**src/include/sofm_pkg.sv**
```systemverilog
package sofm_pkg;

	// ------------------------------------------------------------
	// Register map (byte addresses, one aligned word each)
	// ------------------------------------------------------------
	localparam int ADDR_W = 8;
	localparam int DATA_W = 32;
	localparam logic [7:0] OFS_RAW = 8'h00;
	localparam logic [7:0] OFS_ENABLE = 8'h04;
	localparam logic [7:0] OFS_MASKED = 8'h08;
	localparam logic [7:0] OFS_CTRL = 8'h0C;
	localparam logic [7:0] OFS_LEVEL = 8'h10;
	localparam logic [7:0] OFS_VIEW = 8'h14;

	// ------------------------------------------------------------
	// Interrupt source bit positions
	// ------------------------------------------------------------
	localparam int NSRC = 7;
	localparam int SRC_PLL_LOCK = 0;
	localparam int SRC_OVERCURRENT = 1;
	localparam int SRC_IOSC_FAIL = 2;
	localparam int SRC_MAIN_OSC_FAIL = 3;
	localparam int SRC_POWER_ON = 4;
	localparam int SRC_BROWN_OUT = 5;
	localparam int SRC_PLL_FAIL = 6;

	// ------------------------------------------------------------
	// Control register fields
	// ------------------------------------------------------------
	localparam int CTL_W = 8;
	localparam int CTL_MAIN_OSC_CHECK = 0;
	localparam int CTL_MAIN_OSC_IRQ_SEL = 1;
	localparam int CTL_NO_CRYSTAL = 2;
	localparam int CTL_IOSC_TIMER = 3;
	localparam int CTL_MAIN_OSC_TIMER = 4;
	localparam int CTL_REG_RESETS = 5;
	localparam int CTL_GATING_SEL = 6;
	localparam int CTL_MASKED_VIEW = 7;
	localparam logic [7:0] CTL_RST = 8'h00;

	// ------------------------------------------------------------
	// Level field, oscillator watchdog, gating, bus answers
	// ------------------------------------------------------------
	localparam int LVL_W = 4;
	localparam logic [3:0] LVL_RST = 4'h0;
	localparam int CNT_W = 4;
	localparam logic [3:0] OSC_TIMEOUT = 4'h8;
	localparam int GATE_W = 8;
	localparam logic [1:0] RESP_OKAY = 2'h0;
	localparam logic [1:0] RESP_SLVERR = 2'h2;

	typedef struct packed {
		logic aw_got;
		logic w_got;
		logic [7:0] aw_addr;
		logic [31:0] w_data;
		logic [3:0] w_strb;
		logic bvalid;
		logic [1:0] bresp;
		logic rvalid;
		logic [1:0] rresp;
		logic [31:0] rdata;
		logic [NSRC-1:0] ris;
		logic [NSRC-1:0] ien;
		logic [CTL_W-1:0] ctl;
		logic [LVL_W-1:0] lvl;
		logic [CNT_W-1:0] icnt;
		logic [CNT_W-1:0] mcnt;
		logic unreg_prev;
		logic rst_req;
		logic [GATE_W-1:0] clk_en;
	} sofm_state_type;

endpackage

```
**src/hw/sofm_top.sv**
```systemverilog
// Notes on behaviour
// - Raw and masked views of sources are readable.
// - One status bit per listed fault/event source.
// - Internal oscillator stop raises its source when enabled.
// - Internal check counts main oscillator ticks.
// - Regulator failure resets processor or is ignored.
// - Output-level code reads back as programmed.
// - Validation enable turns on main oscillator detection.
// - Fail response: interrupt when set, reset when clear.
// - No-crystal setting powers down main oscillator.
// - Main oscillator stop raises interrupt when timer enabled.
// - Main check counts internal oscillator ticks.
// - Gating select applies sleep/deep-sleep configuration.
// - Gating select clear clocks peripherals as run.
// - Writing one to a source bit clears it.
// - Disabled sources never reach the interrupt line.
//
// Implementation choices: the AXI4-Lite interface to the registers and the register addresses.
`timescale 1ns/1ps
`default_nettype none

module sofm_top (
	input wire logic clk_i, // 200 MHz system clock
	input wire logic nrst_i, // Async reset, active low
	input wire logic [7:0] s_axi_awaddr, // Write address
	input wire logic s_axi_awvalid, // Write address valid
	output logic s_axi_awready, // Write address ready
	input wire logic [31:0] s_axi_wdata, // Write data
	input wire logic [3:0] s_axi_wstrb, // Write byte strobes
	input wire logic s_axi_wvalid, // Write data valid
	output logic s_axi_wready, // Write data ready
	output logic [1:0] s_axi_bresp, // Write response
	output logic s_axi_bvalid, // Write response valid
	input wire logic s_axi_bready, // Write response ready
	input wire logic [7:0] s_axi_araddr, // Read address
	input wire logic s_axi_arvalid, // Read address valid
	output logic s_axi_arready, // Read address ready
	output logic [31:0] s_axi_rdata, // Read data
	output logic [1:0] s_axi_rresp, // Read response
	output logic s_axi_rvalid, // Read data valid
	input wire logic s_axi_rready, // Read data ready
	input wire logic pll_locked_event_i, // PLL lock pulse
	input wire logic regulator_overcurrent_event_i, // Current limit pulse
	input wire logic power_on_event_i, // Power-on pulse
	input wire logic brown_out_event_i, // Brown-out pulse
	input wire logic pll_failure_event_i, // PLL failure pulse
	input wire logic internal_osc_tick_i, // One pulse per internal osc period
	input wire logic main_oscillator_tick_i, // One pulse per main osc period
	input wire logic regulator_unregulated_i, // Regulator out of regulation
	input wire logic sleep_i, // Processor in sleep
	input wire logic deep_sleep_i, // Processor in deep-sleep
	input wire logic [sofm_pkg::GATE_W-1:0] run_gate_i, // Run-mode clock enables
	input wire logic [sofm_pkg::GATE_W-1:0] sleep_gate_i, // Sleep clock enables
	input wire logic [sofm_pkg::GATE_W-1:0] deep_sleep_gate_i, // Deep-sleep clock enables
	output logic [sofm_pkg::GATE_W-1:0] periph_clk_en_o, // Peripheral clock enables
	output logic main_osc_power_down_o, // Shut down crystal oscillator
	output logic [sofm_pkg::LVL_W-1:0] regulator_level_o, // Regulator output-level code
	output logic proc_reset_req_o, // One-cycle processor reset request
	output logic irq_o // Level interrupt to processor
);
	import sofm_pkg::*;

	// ------------------------------------------------------------
	// Helpers
	// ------------------------------------------------------------
	function automatic logic is_mapped(input logic [7:0] a);
		return a == OFS_RAW || a == OFS_ENABLE || a == OFS_MASKED ||
			a == OFS_CTRL || a == OFS_LEVEL || a == OFS_VIEW;
	endfunction

	function automatic logic [31:0] read_reg(input sofm_state_type s, input logic [7:0] a);
		logic [31:0] v;
		v = 32'h0;
		unique case (a)
			OFS_RAW: v[NSRC-1:0] = s.ris;
			OFS_ENABLE: v[NSRC-1:0] = s.ien;
			OFS_MASKED: v[NSRC-1:0] = s.ris & s.ien;
			OFS_CTRL: v[CTL_W-1:0] = s.ctl;
			OFS_LEVEL: v[LVL_W-1:0] = s.lvl;
			OFS_VIEW: v[NSRC-1:0] = s.ctl[CTL_MASKED_VIEW] ? (s.ris & s.ien) : s.ris;
			default: v = 32'h0;
		endcase
		return v;
	endfunction

	sofm_state_type q, d;
	logic wr_go;
	logic [7:0] wa;
	logic [31:0] wd;
	logic wlane0;
	logic iosc_fail;
	logic main_osc_fail;
	logic [NSRC-1:0] set_v;
	logic [NSRC-1:0] masked_w;

	// ------------------------------------------------------------
	// Next-state logic
	// ------------------------------------------------------------
	always_comb begin
		d = q;
		s_axi_awready = !q.aw_got && !q.bvalid;
		s_axi_wready = !q.w_got && !q.bvalid;
		s_axi_arready = !q.rvalid;
		wa = q.aw_got ? q.aw_addr : s_axi_awaddr;
		wd = q.w_got ? q.w_data : s_axi_wdata;
		wlane0 = q.w_got ? q.w_strb[0] : s_axi_wstrb[0];
		wr_go = (q.aw_got || (s_axi_awvalid && s_axi_awready)) &&
			(q.w_got || (s_axi_wvalid && s_axi_wready));
		masked_w = q.ris & q.ien;

		// Write channel capture, address and data in either order
		if (s_axi_awvalid && s_axi_awready) begin
			d.aw_got = 1'b1;
			d.aw_addr = s_axi_awaddr;
		end
		if (s_axi_wvalid && s_axi_wready) begin
			d.w_got = 1'b1;
			d.w_data = s_axi_wdata;
			d.w_strb = s_axi_wstrb;
		end
		if (q.bvalid && s_axi_bready) begin
			d.bvalid = 1'b0;
		end

		// Internal oscillator watchdog, counted in main oscillator ticks
		iosc_fail = 1'b0;
		if (!q.ctl[CTL_IOSC_TIMER] || internal_osc_tick_i) begin
			d.icnt = '0;
		end else if (main_oscillator_tick_i && q.icnt != OSC_TIMEOUT) begin
			d.icnt = q.icnt + 4'h1;
			iosc_fail = (q.icnt == OSC_TIMEOUT - 4'h1);
		end

		// Main oscillator watchdog, counted in internal oscillator ticks
		main_osc_fail = 1'b0;
		if (!(q.ctl[CTL_MAIN_OSC_CHECK] || q.ctl[CTL_MAIN_OSC_TIMER]) || main_oscillator_tick_i) begin
			d.mcnt = '0;
		end else if (internal_osc_tick_i && q.mcnt != OSC_TIMEOUT) begin
			d.mcnt = q.mcnt + 4'h1;
			main_osc_fail = (q.mcnt == OSC_TIMEOUT - 4'h1);
		end

		// Source events
		set_v = '0;
		set_v[SRC_PLL_LOCK] = pll_locked_event_i;
		set_v[SRC_OVERCURRENT] = regulator_overcurrent_event_i;
		set_v[SRC_IOSC_FAIL] = iosc_fail;
		set_v[SRC_MAIN_OSC_FAIL] = main_osc_fail &&
			(q.ctl[CTL_MAIN_OSC_IRQ_SEL] || q.ctl[CTL_MAIN_OSC_TIMER]);
		set_v[SRC_POWER_ON] = power_on_event_i;
		set_v[SRC_BROWN_OUT] = brown_out_event_i;
		set_v[SRC_PLL_FAIL] = pll_failure_event_i;

		// Processor reset request: regulator loss or main osc fail in reset mode
		d.unreg_prev = regulator_unregulated_i;
		d.rst_req = (regulator_unregulated_i && !q.unreg_prev && q.ctl[CTL_REG_RESETS]) ||
			(main_osc_fail && q.ctl[CTL_MAIN_OSC_CHECK] && !q.ctl[CTL_MAIN_OSC_IRQ_SEL] &&
			!q.ctl[CTL_MAIN_OSC_TIMER]);

		// Register writes; byte lane 0 holds every field
		if (wr_go) begin
			d.aw_got = 1'b0;
			d.w_got = 1'b0;
			d.bvalid = 1'b1;
			d.bresp = is_mapped(wa) ? RESP_OKAY : RESP_SLVERR;
			if (wlane0) begin
				unique case (wa)
					OFS_RAW: d.ris = q.ris & ~wd[NSRC-1:0];
					OFS_ENABLE: d.ien = wd[NSRC-1:0];
					OFS_CTRL: d.ctl = wd[CTL_W-1:0];
					OFS_LEVEL: d.lvl = wd[LVL_W-1:0];
					default: d.ris = d.ris;
				endcase
			end
		end
		d.ris = d.ris | set_v;

		// Reads
		if (s_axi_arvalid && s_axi_arready) begin
			d.rvalid = 1'b1;
			d.rdata = read_reg(q, s_axi_araddr);
			d.rresp = is_mapped(s_axi_araddr) ? RESP_OKAY : RESP_SLVERR;
		end else if (q.rvalid && s_axi_rready) begin
			d.rvalid = 1'b0;
		end

		// Peripheral clock gating
		if (!q.ctl[CTL_GATING_SEL]) begin
			d.clk_en = run_gate_i;
		end else if (deep_sleep_i) begin
			d.clk_en = deep_sleep_gate_i;
		end else if (sleep_i) begin
			d.clk_en = sleep_gate_i;
		end else begin
			d.clk_en = run_gate_i;
		end
	end

	always_ff @(posedge clk_i or negedge nrst_i) begin
		if (!nrst_i) begin
			q <= '{aw_got: 1'b0, w_got: 1'b0, aw_addr: 8'h00, w_data: 32'h0, w_strb: 4'h0,
				bvalid: 1'b0, bresp: RESP_OKAY, rvalid: 1'b0, rresp: RESP_OKAY, rdata: 32'h0,
				ris: '0, ien: '0, ctl: CTL_RST, lvl: LVL_RST, icnt: '0, mcnt: '0,
				unreg_prev: 1'b0, rst_req: 1'b0, clk_en: '0};
		end else begin
			q <= d;
		end
	end

	// ------------------------------------------------------------
	// Outputs
	// ------------------------------------------------------------
	assign s_axi_bvalid = q.bvalid;
	assign s_axi_bresp = q.bresp;
	assign s_axi_rvalid = q.rvalid;
	assign s_axi_rdata = q.rdata;
	assign s_axi_rresp = q.rresp;
	assign periph_clk_en_o = q.clk_en;
	assign main_osc_power_down_o = q.ctl[CTL_NO_CRYSTAL];
	assign regulator_level_o = q.lvl;
	assign proc_reset_req_o = q.rst_req;
	assign irq_o = |(q.ris & q.ien);
endmodule

`default_nettype wire

```
**config.mk**
```make
export PLATFORM = sky130hd
export DESIGN_NAME = sofm_top
export DESIGN_NICKNAME = d
export VERILOG_FILES = /design/src/include/sofm_pkg.sv /design/src/hw/sofm_top.sv
export SDC_FILE = /design/constraint.sdc
export NUM_CORES = 1
export LEC_CHECK = 0
export ABC_CLOCK_PERIOD_IN_PS = 2800
export BUFFER_PORTS_ARGS = -buffer_cell sky130_fd_sc_hd__buf_4
export CAP_MARGIN = 20
export CORE_MARGIN = 2
export CORE_UTILIZATION = 30
export CTS_CLUSTER_SIZE = 14
export DETAILED_ROUTE_END_ITERATION = 6
export GPL_TIMING_DRIVEN = 0
export HOLD_SLACK_MARGIN = 0.12
export PLACE_DENSITY = 0.6
export SKIP_LAST_GASP = 1
export SYNTH_ARGS = -nofsm -noshare
export SYNTH_HDL_FRONTEND = slang
export SYNTH_SLANG_ARGS = --single-unit
```
**constraint.sdc**
```tcl
create_clock -name clk_i -period 2.8 [get_ports clk_i]
set_input_delay 0.14 -clock clk_i [delete_from_list [all_inputs] [get_ports clk_i]]
set_output_delay 0.14 -clock clk_i [all_outputs]
set_load 0.005 [all_outputs]
```
### Yosys cells after proc, flatten, opt, wreduce, memory -nomap -nowiden

Index checks and enable logic that the tools add are counted.

* $add $sub $neg: 2
* equal/unequal tests: 14
* multiplexer cells: 33
* bitwise gates (word level): 4
* reductions and logical operators: 54

Operators by type and width (count)
* 26-bit 2-to-1 mux: 2
* 8-bit 2-to-1 mux: 6
* 8-bit by 4-bit == test with 1-bit output, second input constant: 4
* 8-bit by 5-bit == test with 1-bit output, second input constant: 4
* 4-bit case mux with 6 select lines: 1
* 7-bit 2-to-1 mux: 3
* 4-bit 2-to-1 mux: 5
* 1-bit logical OR: 17
* 8-bit by 3-bit == test with 1-bit output, second input constant: 2
* 1-bit logical AND: 16
* 8-bit zero test: 2
* 3-bit case mux with 5 select lines: 1
* 7-bit AND: 2
* 2-bit nonzero test: 6
* 1-bit 2-to-1 mux: 11
* 1-bit zero test: 9
* 3-bit AND reduction: 3
* 4-bit by 1-bit adder with 4-bit output, second input constant: 2
* 4-bit by 3-bit == test with 1-bit output, second input constant: 2
* 4-bit != test, second input constant: 2
* 7-bit inverter: 1
* 7-bit OR: 1
* 7-bit OR reduction: 1
* 2-bit 2-to-1 mux: 3
* 3-bit 2-to-1 mux: 1

* register bits after elaboration: 77
* output and inout port bits: 56
* word-level logic and storage cells: 126

### Depth between registers and ports, before layout

Gate-level depths: netlist (run 1).

* word-level depth: 9
* mapped depth: 6

### Worst setup path before layout (run 1)

OpenSTA, ideal clock, no wires.

* path type: reg2reg
* from: reg q[127] (netlist name)
* to: reg q[22] (netlist name)
* library setup time: 128 ps
* arrival time: 1928 ps
* path slack: 744 ps
* stages on the path, launching flop included: 6
* path through: dfrtp_1 > buf_4 > or4_4 > a211oi_4 > nand4_4 > mux2_1

* longest elaborated chain between the ends: 6
* elaborated cells on any way between the ends: 8

RTL lines
* start, declared: RTL line sofm_top.sv:86 `sofm_state_type q, d;`
* start signal, assigned: RTL line sofm_top.sv:201 `q <= '{aw_got: 1'b0, w_got: 1'b0, aw_addr: 8'h00, w_data: 32'h0, w_strb: 4'h0,`
* parallel branches: the longest is 5 deep, another holds 8-bit 2-to-1 mux
* 3-bit AND reduction (no line) *

Mark *: on every way between the ends.
A chain may end at the register's enable or synchronous reset.

### Worst setup path in the final report (run 1)

* from: in s_axi_awaddr[0]
* to: reg q (netlist bit regulator_level_o[1])

* longest elaborated chain between the ends: 3

RTL lines
* start, declared: RTL line sofm_top.sv:25 `input wire logic [7:0] s_axi_awaddr,`
* 8-bit 2-to-1 mux: RTL line sofm_top.sv:104 `wa = q.aw_got ? q.aw_addr : s_axi_awaddr;`
* 8-bit by 5-bit == test with 1-bit output: RTL line sofm_top.sv:167 `unique case (wa)`
* 3-bit AND reduction (no line)

No other way between the ends.

==> results.yml, run 1 <==
critical_path:
  crit_path_cell_trace: "dlygate4sd3_1 -> buf_4 -> or3_1 -> a222oi_1 -> buf_4 -> nand4_2 -> mux2_1"
  critPathBufInv: 3
  crit_required_ps: 3010
  cp_slowest_cell: "a222oi_1"
  cp_max_fo: 10
  crit_arrival_ps: 2590
  cp_slowest_stage_delay_ps: 570
  critPathTopFamily: "buffers and inverters"
  cp-start-kind: "primary input"
  crit_type: "in -> reg"
  end_kind: "flop"
  critPathMostFrequentCell: "buf_4"
floorplanning:
  die_h_um: 120
  die-width_um: 120
  core-area_mm2: 0.0132
  rows: 42
  start_util: 0.307
  boundaryPins: 149
  die-area_mm2: 0.0145
drt:
  drc_errors: 0
  ant_nets: 0
  firstDrtPassIters: 4
  drt_iter0_drc: 246
  wl_um: 10000
  wl_per_cell_um: 14.1
  routed_via_density: 4.71
  vias: 3338
cts:
  clkTransAtPathRegs_ps: 60
  clock_latency_ps: 330
  cts.path.max_buffers: 2
  cts_setup_buffers: 0
  cts.sinks: 75
  cts_buffers: 9
  htree_levels: 3
  cts_resized: 0
  cts_tree: "built"
  clockRootBuffer: "clkbuf_16"
placement:
  gp_congestion: 0.845
  io_buffers: 94
  dpl_cell_area_mm2: 0.00508
  hpwl_um: 7380
power_and_ir_drop:
  ir_drop_v: 0.000244
  intPower_w: 0.00282
  p_leak_nw: 2.72
  p_sw_w: 0.00106
  p_seq_frac: 0.365
  power_density_mw_per_mm2: 670
  comb_power_share: 0.277
  power.clock.fraction: 0.358
  power.share.switching: 0.273
layout:
  syn_to_final_growth_pct: 42.9
  nFillCells: 1257
  final_cell_area_mm2: 0.00580
  final_common_cell: "buf_4"
  multi_input_area_mm2: 0.00183
  fin_nets: 624
  drive_gt1_frac: 0.400
  regArea_mm2: 0.00188
  layout_common_cells: "144 x buf_4, 75 x dfrtp_1, 45 x mux2_2"
  n_antenna_cell: 0
flow_run:
  maxCapViolCount: 0
synthesis:
  syn_avg_cell_area_um2: 11.3
  syn_inst: 361
  yosys.cell_types.count: 53
  muxShareOfSynthArea: 0.158
  synth_xor_area_frac: 0.0129
  synth-compound-area-share: 0.125
  synth_top_family_by_area: "multiplexers"
  ys_seq_elements: 75
  synth_flop_cell: "dfrtp_1"
  yosys.area_share.simple: 0.118
  synth_area_mm2: 0.00406
  synth-warning-count: 0
  synth_top_area_frac: 0.462
  synthArstFlopShare: 1.00
  synth.yosys.seq_area_share: 0.462
  synth_edf_count: 0
  synth_top_cell_by_area: "dfrtp_1"
  synthTopCellsByArea: "dfrtp_1 46%, mux2_2 12%, buf_4 9.2%, a22o_1 3.5%, nor2_1 2.1%"
  synth_adder_area_share: 0.0123
timing:
  rsz0062_at_grt: "false"
  fmax_ghz: 0.421
  setup_viol: 0
  fin_crit_sh: 0.849
  drv_slew: 0
  finClkSkew_ps: 4.62
  final.setup.tns_ps: 0
  slew-limit-headroom: 0.303
  tightest_slew_ps: 1040
  fin_crit_ps: 2380
  finalHoldViolCount: 0
run_status:
  status: "finished, final reports clean"
worst_hold_path:
  hp-class: "in -> reg"
global_route:
  grt_antenna_before_repair: 0
  grt_pass1_vias: 3271
  grt_max_degree: 76
  grt_pass1_wl_um: 16100
  gr-usage-all-layers: 0.140
  grt_overflow: 0
[final timing paths]
check | slack, ps | from | cells past startpoint | to
hold reg to reg | 470 | s_axi_rdata[7]$_DFFE_PN0P_ | 2 | s_axi_rdata[7]$_DFFE_PN0P_
min in group asynchronous | 500 | nrst_i | 2 | s_axi_rdata[7]$_DFFE_PN0P_
max in group asynchronous | 1680 | nrst_i | 2 | s_axi_rdata[4]$_DFFE_PN0P_
setup / recovery | 420 | s_axi_awaddr[0] | 7 | regulator_level_o[1]$_DFFE_PN0P_
hold / removal | 130 | s_axi_awvalid | 4 | q[126]$_DFFE_PN0P_
setup reg to reg | 480 | q[127]$_DFFE_PN0P_ | 5 | regulator_level_o[1]$_DFFE_PN0P_
[routing by layer]
| layer | vias up | track usage | wire length, µm |
|---|---|---|---|
| met1 | 1599 | 0.179 | 4370 |
| li1 | 1583 | - | - |
| met5 | - | 0 | 0 |
| met3 | 19 | 0.0259 | 610 |
| met2 | 137 | 0.234 | 4830 |
| met4 | 0 | 0.0523 | 205 |
[cell type report]
type                       count  area share
clock inverter                 4      0.0164
tap                          176      0.0379
multi-input combinational    242       0.316
inverter                       9     0.00582
clock buffer                  12      0.0459
timing repair buffer         130       0.184
sequential                    75       0.323
buffer                        60      0.0712
[flip-flops by register name (all words and copies together) (netlist names)]
signal and flops:
q 49, periph_clk_en_o 8, s_axi_rdata 8, regulator_level_o 4, main_osc_power_down_o 1, proc_reset_req_o 1, s_axi_bresp 1, s_axi_bvalid 1
s_axi_rresp 1, s_axi_rvalid 1
[cells by family (layout without fill, tap and decap cells)]
group	after synthesis	count (layout)
other	1	26
adder cells (fa/ha/maj)	4	4
AO/OA/AOI/OAI	66	66
buffers and inverters	69	215
XOR/XNOR	6	6
multiplexers	58	58
AND/OR/NAND/NOR	82	82
flip-flops	75	75
[power groups by stage]
stage	Combinational, W	Clock, W	Sequential [W]
floorplan	0.000694	0	0.00140
global placement	0.00101	0	0.00143
detailed placement	0.00103	0	0.00144
CTS	0.00108	0.00141	0.00142
global route	0.00118	0.00146	0.00145
finish	0.00108	0.00139	0.00142
[metrics by stage]
step	total power, W	setup WS, ps	utilization	hold slack [ps]	instances
2_1_floorplan	0.00209	744	-	-156	386
3_3_place_gp	0.00244	502	0.384	267	656
3_5_place_dp	0.00247	496	0.384	263	656
4_1_cts	0.00392	401	0.438	120	708
5_1_grt	0.00409	316	0.438	141	708
6_report	0.00389	423	0.438	130	708
[synth_stat cells, types with 2 or more instances]
cell / count
nor2_1: 23
a32oi_1: 7
mux2_2: 45
nand2b_1: 4
a221oi_1: 4
o21ai_0: 8
ha_1: 4
o211ai_1: 2
nand3_1: 3
and3_1: 2
nor2b_1: 2
buf_4: 50
o2bb2ai_1: 2
mux2i_1: 8
a22o_1: 16
nand2_1: 14
nand4_1: 11
xnor2_1: 2
a222oi_1: 2
mux2_1: 5
a21oi_1: 8
nand4_4: 2
nor3_1: 5
xor2_1: 4
and4b_1: 2
a22oi_1: 4
inv_1: 9
clkbuf_1: 7
a21o_1: 5
buf_1: 3
and2_1: 2
dfrtp_1: 75
[tightest hold or removal path, delay by kind of cell]
family	cells	cell delay, ps
buffers and inverters	1	90
and+or+nand+nor	3	180
[what timing repair did]
item	in CTS	in global routing
hold buffers	36	0
endpoints found under the hold margin	111	0
setup endpoints to repair	0	0
No activity file was read; power rests on OpenSTA's default activity.
==> run 2: changes to the inputs <==
--- a/config.mk
+++ b/config.mk
@@ -5,7 +5,8 @@
 export SDC_FILE = /design/constraint.sdc
 export NUM_CORES = 1
 export LEC_CHECK = 0
-export ABC_CLOCK_PERIOD_IN_PS = 2800
+export ABC_AREA = 1
+export ABC_CLOCK_PERIOD_IN_PS = 2400
 export BUFFER_PORTS_ARGS = -buffer_cell sky130_fd_sc_hd__buf_4
 export CAP_MARGIN = 20
 export CORE_MARGIN = 2
@@ -14,7 +15,7 @@
 export DETAILED_ROUTE_END_ITERATION = 6
 export GPL_TIMING_DRIVEN = 0
 export HOLD_SLACK_MARGIN = 0.12
-export PLACE_DENSITY = 0.6
+export PLACE_DENSITY = 0.59
 export SKIP_LAST_GASP = 1
 export SYNTH_ARGS = -nofsm -noshare
 export SYNTH_HDL_FRONTEND = slang
==> constraint.sdc (replaced) <==
create_clock -name clk_i -period 2.4 [get_ports clk_i]
set_input_delay 0.12 -clock clk_i [delete_from_list [all_inputs] [get_ports clk_i]]
set_output_delay 0.12 -clock clk_i [all_outputs]
set_load 0.005 [all_outputs]
==> run 2 against run 1 <==
  * Sequential share of layout area shrank 1.6 points
  * Global-route usage grew 0.55 points
  * Power grew 4.0%
  * Clock skew grew 7.3 ps
  * Largest cell class is now multi-input combinational cells
  * Highest routed layer unchanged
==> results.yml, run 2 <==
critical_path:
  crit_arrival_ps: 2050
  end_kind: "flop"
  cp_slowest_cell: "dfrtp_1"
  cp_max_fo: 10
  crit_required_ps: 2630
  crit_path_cell_trace: "nor2_2 -> nand2_2 -> nand2_1 -> nand2_4 -> nor2_8 -> nand3b_4 -> buf_6 -> nand2_1 -> o21ai_2"
  critPathTopFamily: "simple AND/OR/NAND/NOR gates"
  crit_type: "reg -> reg"
  critPathMostFrequentCell: "nand2_1"
  cp-start-kind: "flop"
  cp_slowest_stage_delay_ps: 450
  critPathBufInv: 1
synthesis:
  synth_edf_count: 0
  synthArstFlopShare: 1.00
  synth_flop_cell: "dfrtp_1"
  synth-warning-count: 0
  synth_area_mm2: 0.00444
  ys_seq_elements: 75
  synth.yosys.seq_area_share: 0.423
  synth_top_area_frac: 0.423
  synth_top_cell_by_area: "dfrtp_1"
  syn_inst: 588
  synthTopCellsByArea: "dfrtp_1 42%, nand2_1 14%, buf_4 8.1%, inv_1 7.5%, nand3_1 5.9%"
  yosysMostFrequentCell: "nand2_1"
  syn_avg_cell_area_um2: 7.54
  synthTopCellsByCount: "160 x nand2_1, 89 x inv_1, 75 x dfrtp_1"
  yosys.cell_types.count: 34
layout:
  nFillCells: 1519
  n_antenna_cell: 0
  largest-register: "q"
  fin_nets: 849
  fin_util: 0.421
  instances_no_fill: 941
  syn_to_final_growth_pct: 37.5
  layout_common_cells: "160 x nand2_1, 142 x buf_4, 89 x inv_1"
  final_common_cell: "nand2_1"
  largest_reg_flops: 49
  drive_gt1_frac: 0.256
floorplanning:
  die-area_mm2: 0.0158
  start_util: 0.306
  core-area_mm2: 0.0145
  die_h_um: 126
  rows: 44
  boundaryPins: 149
  die-width_um: 126
global_route:
  grt_max_degree: 76
  grt_antenna_before_repair: 0
  gr-usage-all-layers: 0.145
  grt_pass1_vias: 3849
  grt_pass1_wl_um: 18700
  grt_overflow: 0
placement:
  dp_cells: 891
  io_buffers: 94
  hpwl_um: 8070
  pre_cts_slack_ps: 591
  gp_congestion: 0.834
cts:
  cts.sinks: 75
  cts_buffers: 9
  clockRootBuffer: "clkbuf_16"
  htree_levels: 3
  cts_tree: "built"
  clkTransAtPathRegs_ps: 70
  hold_buffers: 34
  cts.path.max_buffers: 2
  clock_latency_ps: 340
  cts_resized: 0
  cts_setup_buffers: 0
power_and_ir_drop:
  power.clock.fraction: 0.327
  p_seq_frac: 0.402
  comb_power_share: 0.270
  ir_drop_v: 0.000485
  p_leak_nw: 3.32
  intPower_w: 0.00272
  power.share.switching: 0.327
  p_sw_w: 0.00132
  power_density_mw_per_mm2: 663
worst_hold_path:
  hp-class: "in -> reg"
timing:
  fin_crit_sh: 0.760
  slew-limit-headroom: 0.360
  timing.final.ws_setup_ps: 575
  finClkSkew_ps: 11.9
  drv_slew: 0
  finalHoldViolCount: 0
  setup_viol: 0
  final.setup.tns_ps: 0
  fmax_ghz: 0.548
  fin_crit_ps: 1820
  tightest_slew_ps: 959
  rsz0062_at_grt: "false"
  whs_ps: 130
drt:
  routed_via_density: 4.23
  vias: 3983
  ant_nets: 0
  firstDrtPassIters: 5
  wl_per_cell_um: 11.7
  drt_iter0_drc: 212
  drc_errors: 0
  wl_um: 11000
run_status:
  status: "finished, final reports clean"
flow_run:
  maxCapViolCount: 0
-- run 2: tightest hold or removal path, stage by stage --
cell	delay [ps]
buf_4	110
inv_1	40
a32o_1	110
inv_1	40
-- run 2: path summary, 6_finish.rpt --
kind                                                 to                      from  slack, ps  cells after the start
max in group asynchronous    s_axi_rdata[7]$_DFFE_PN0P_                    nrst_i       1300                      2
hold / removal             periph_clk_en_o[3]$_DFF_PN0_             run_gate_i[3]        130                      4
setup reg to reg                      q[29]$_DFFE_PN0P_  s_axi_bvalid$_DFFE_PN0P_        580                      9
min in group asynchronous             q[11]$_DFFE_PN0P_                    nrst_i        460                      2
hold reg to reg              proc_reset_req_o$_DFF_PN0_            q[9]$_DFF_PN0_        440                      1
setup / recovery                      q[29]$_DFFE_PN0P_  s_axi_bvalid$_DFFE_PN0P_        580                      9
-- run 2: logic make-up after synthesis --
| family | share of synthesized area |
|---|---|
| buffers and inverters | 0.172 |
| AOI/OAI and AO/OA | 0.123 |
| adders and majority gates | 0.0113 |
| muxes | 0.0124 |
| and+or+nand+nor | 0.257 |
| other | 0.000845 |
| DFF | 0.423 |
-- run 2: per-stage QoR --
step / total power [W] / instance area (µm²)
6_report: 0.00404 / 6100
3_3_place_gp: 0.00269 / 5470
2_1_floorplan: 0.00230 / 4530
3_5_place_dp: 0.00271 / 5470
4_1_cts: 0.00411 / 6100
5_1_grt: 0.00433 / 6100
-- run 2: area by class of cell --
type	count	area, µm²	area share
Buffer	60	422	0.0691
Clock buffer	10	239	0.0392
Clock inverter	6	53.8	0.00882
Inverter	91	342	0.0560
Multi-Input combinational cell	387	1890	0.310
Sequential cell	75	1880	0.308
Tap cell	184	230	0.0378
Timing Repair Buffer	128	1050	0.172
-- run 2: layer usage --
metal  up-vias  GRT usage  share of wire
li1       2113          -              -
met1      1779      0.192           0.48
met2        85      0.236           0.46
met3         6     0.0377          0.047
met4         0     0.0392         0.0071
met5         -          0              0
-- run 2: power groups by stage --
stage / Clock, W / Combinational, W / Sequential, W
floorplan: 0 / 0.000696 / 0.00160
global placement: 0 / 0.00104 / 0.00164
detailed placement: 0 / 0.00106 / 0.00165
CTS: 0.00137 / 0.00111 / 0.00163
global route: 0.00142 / 0.00125 / 0.00166
finish: 0.00132 / 0.00109 / 0.00163
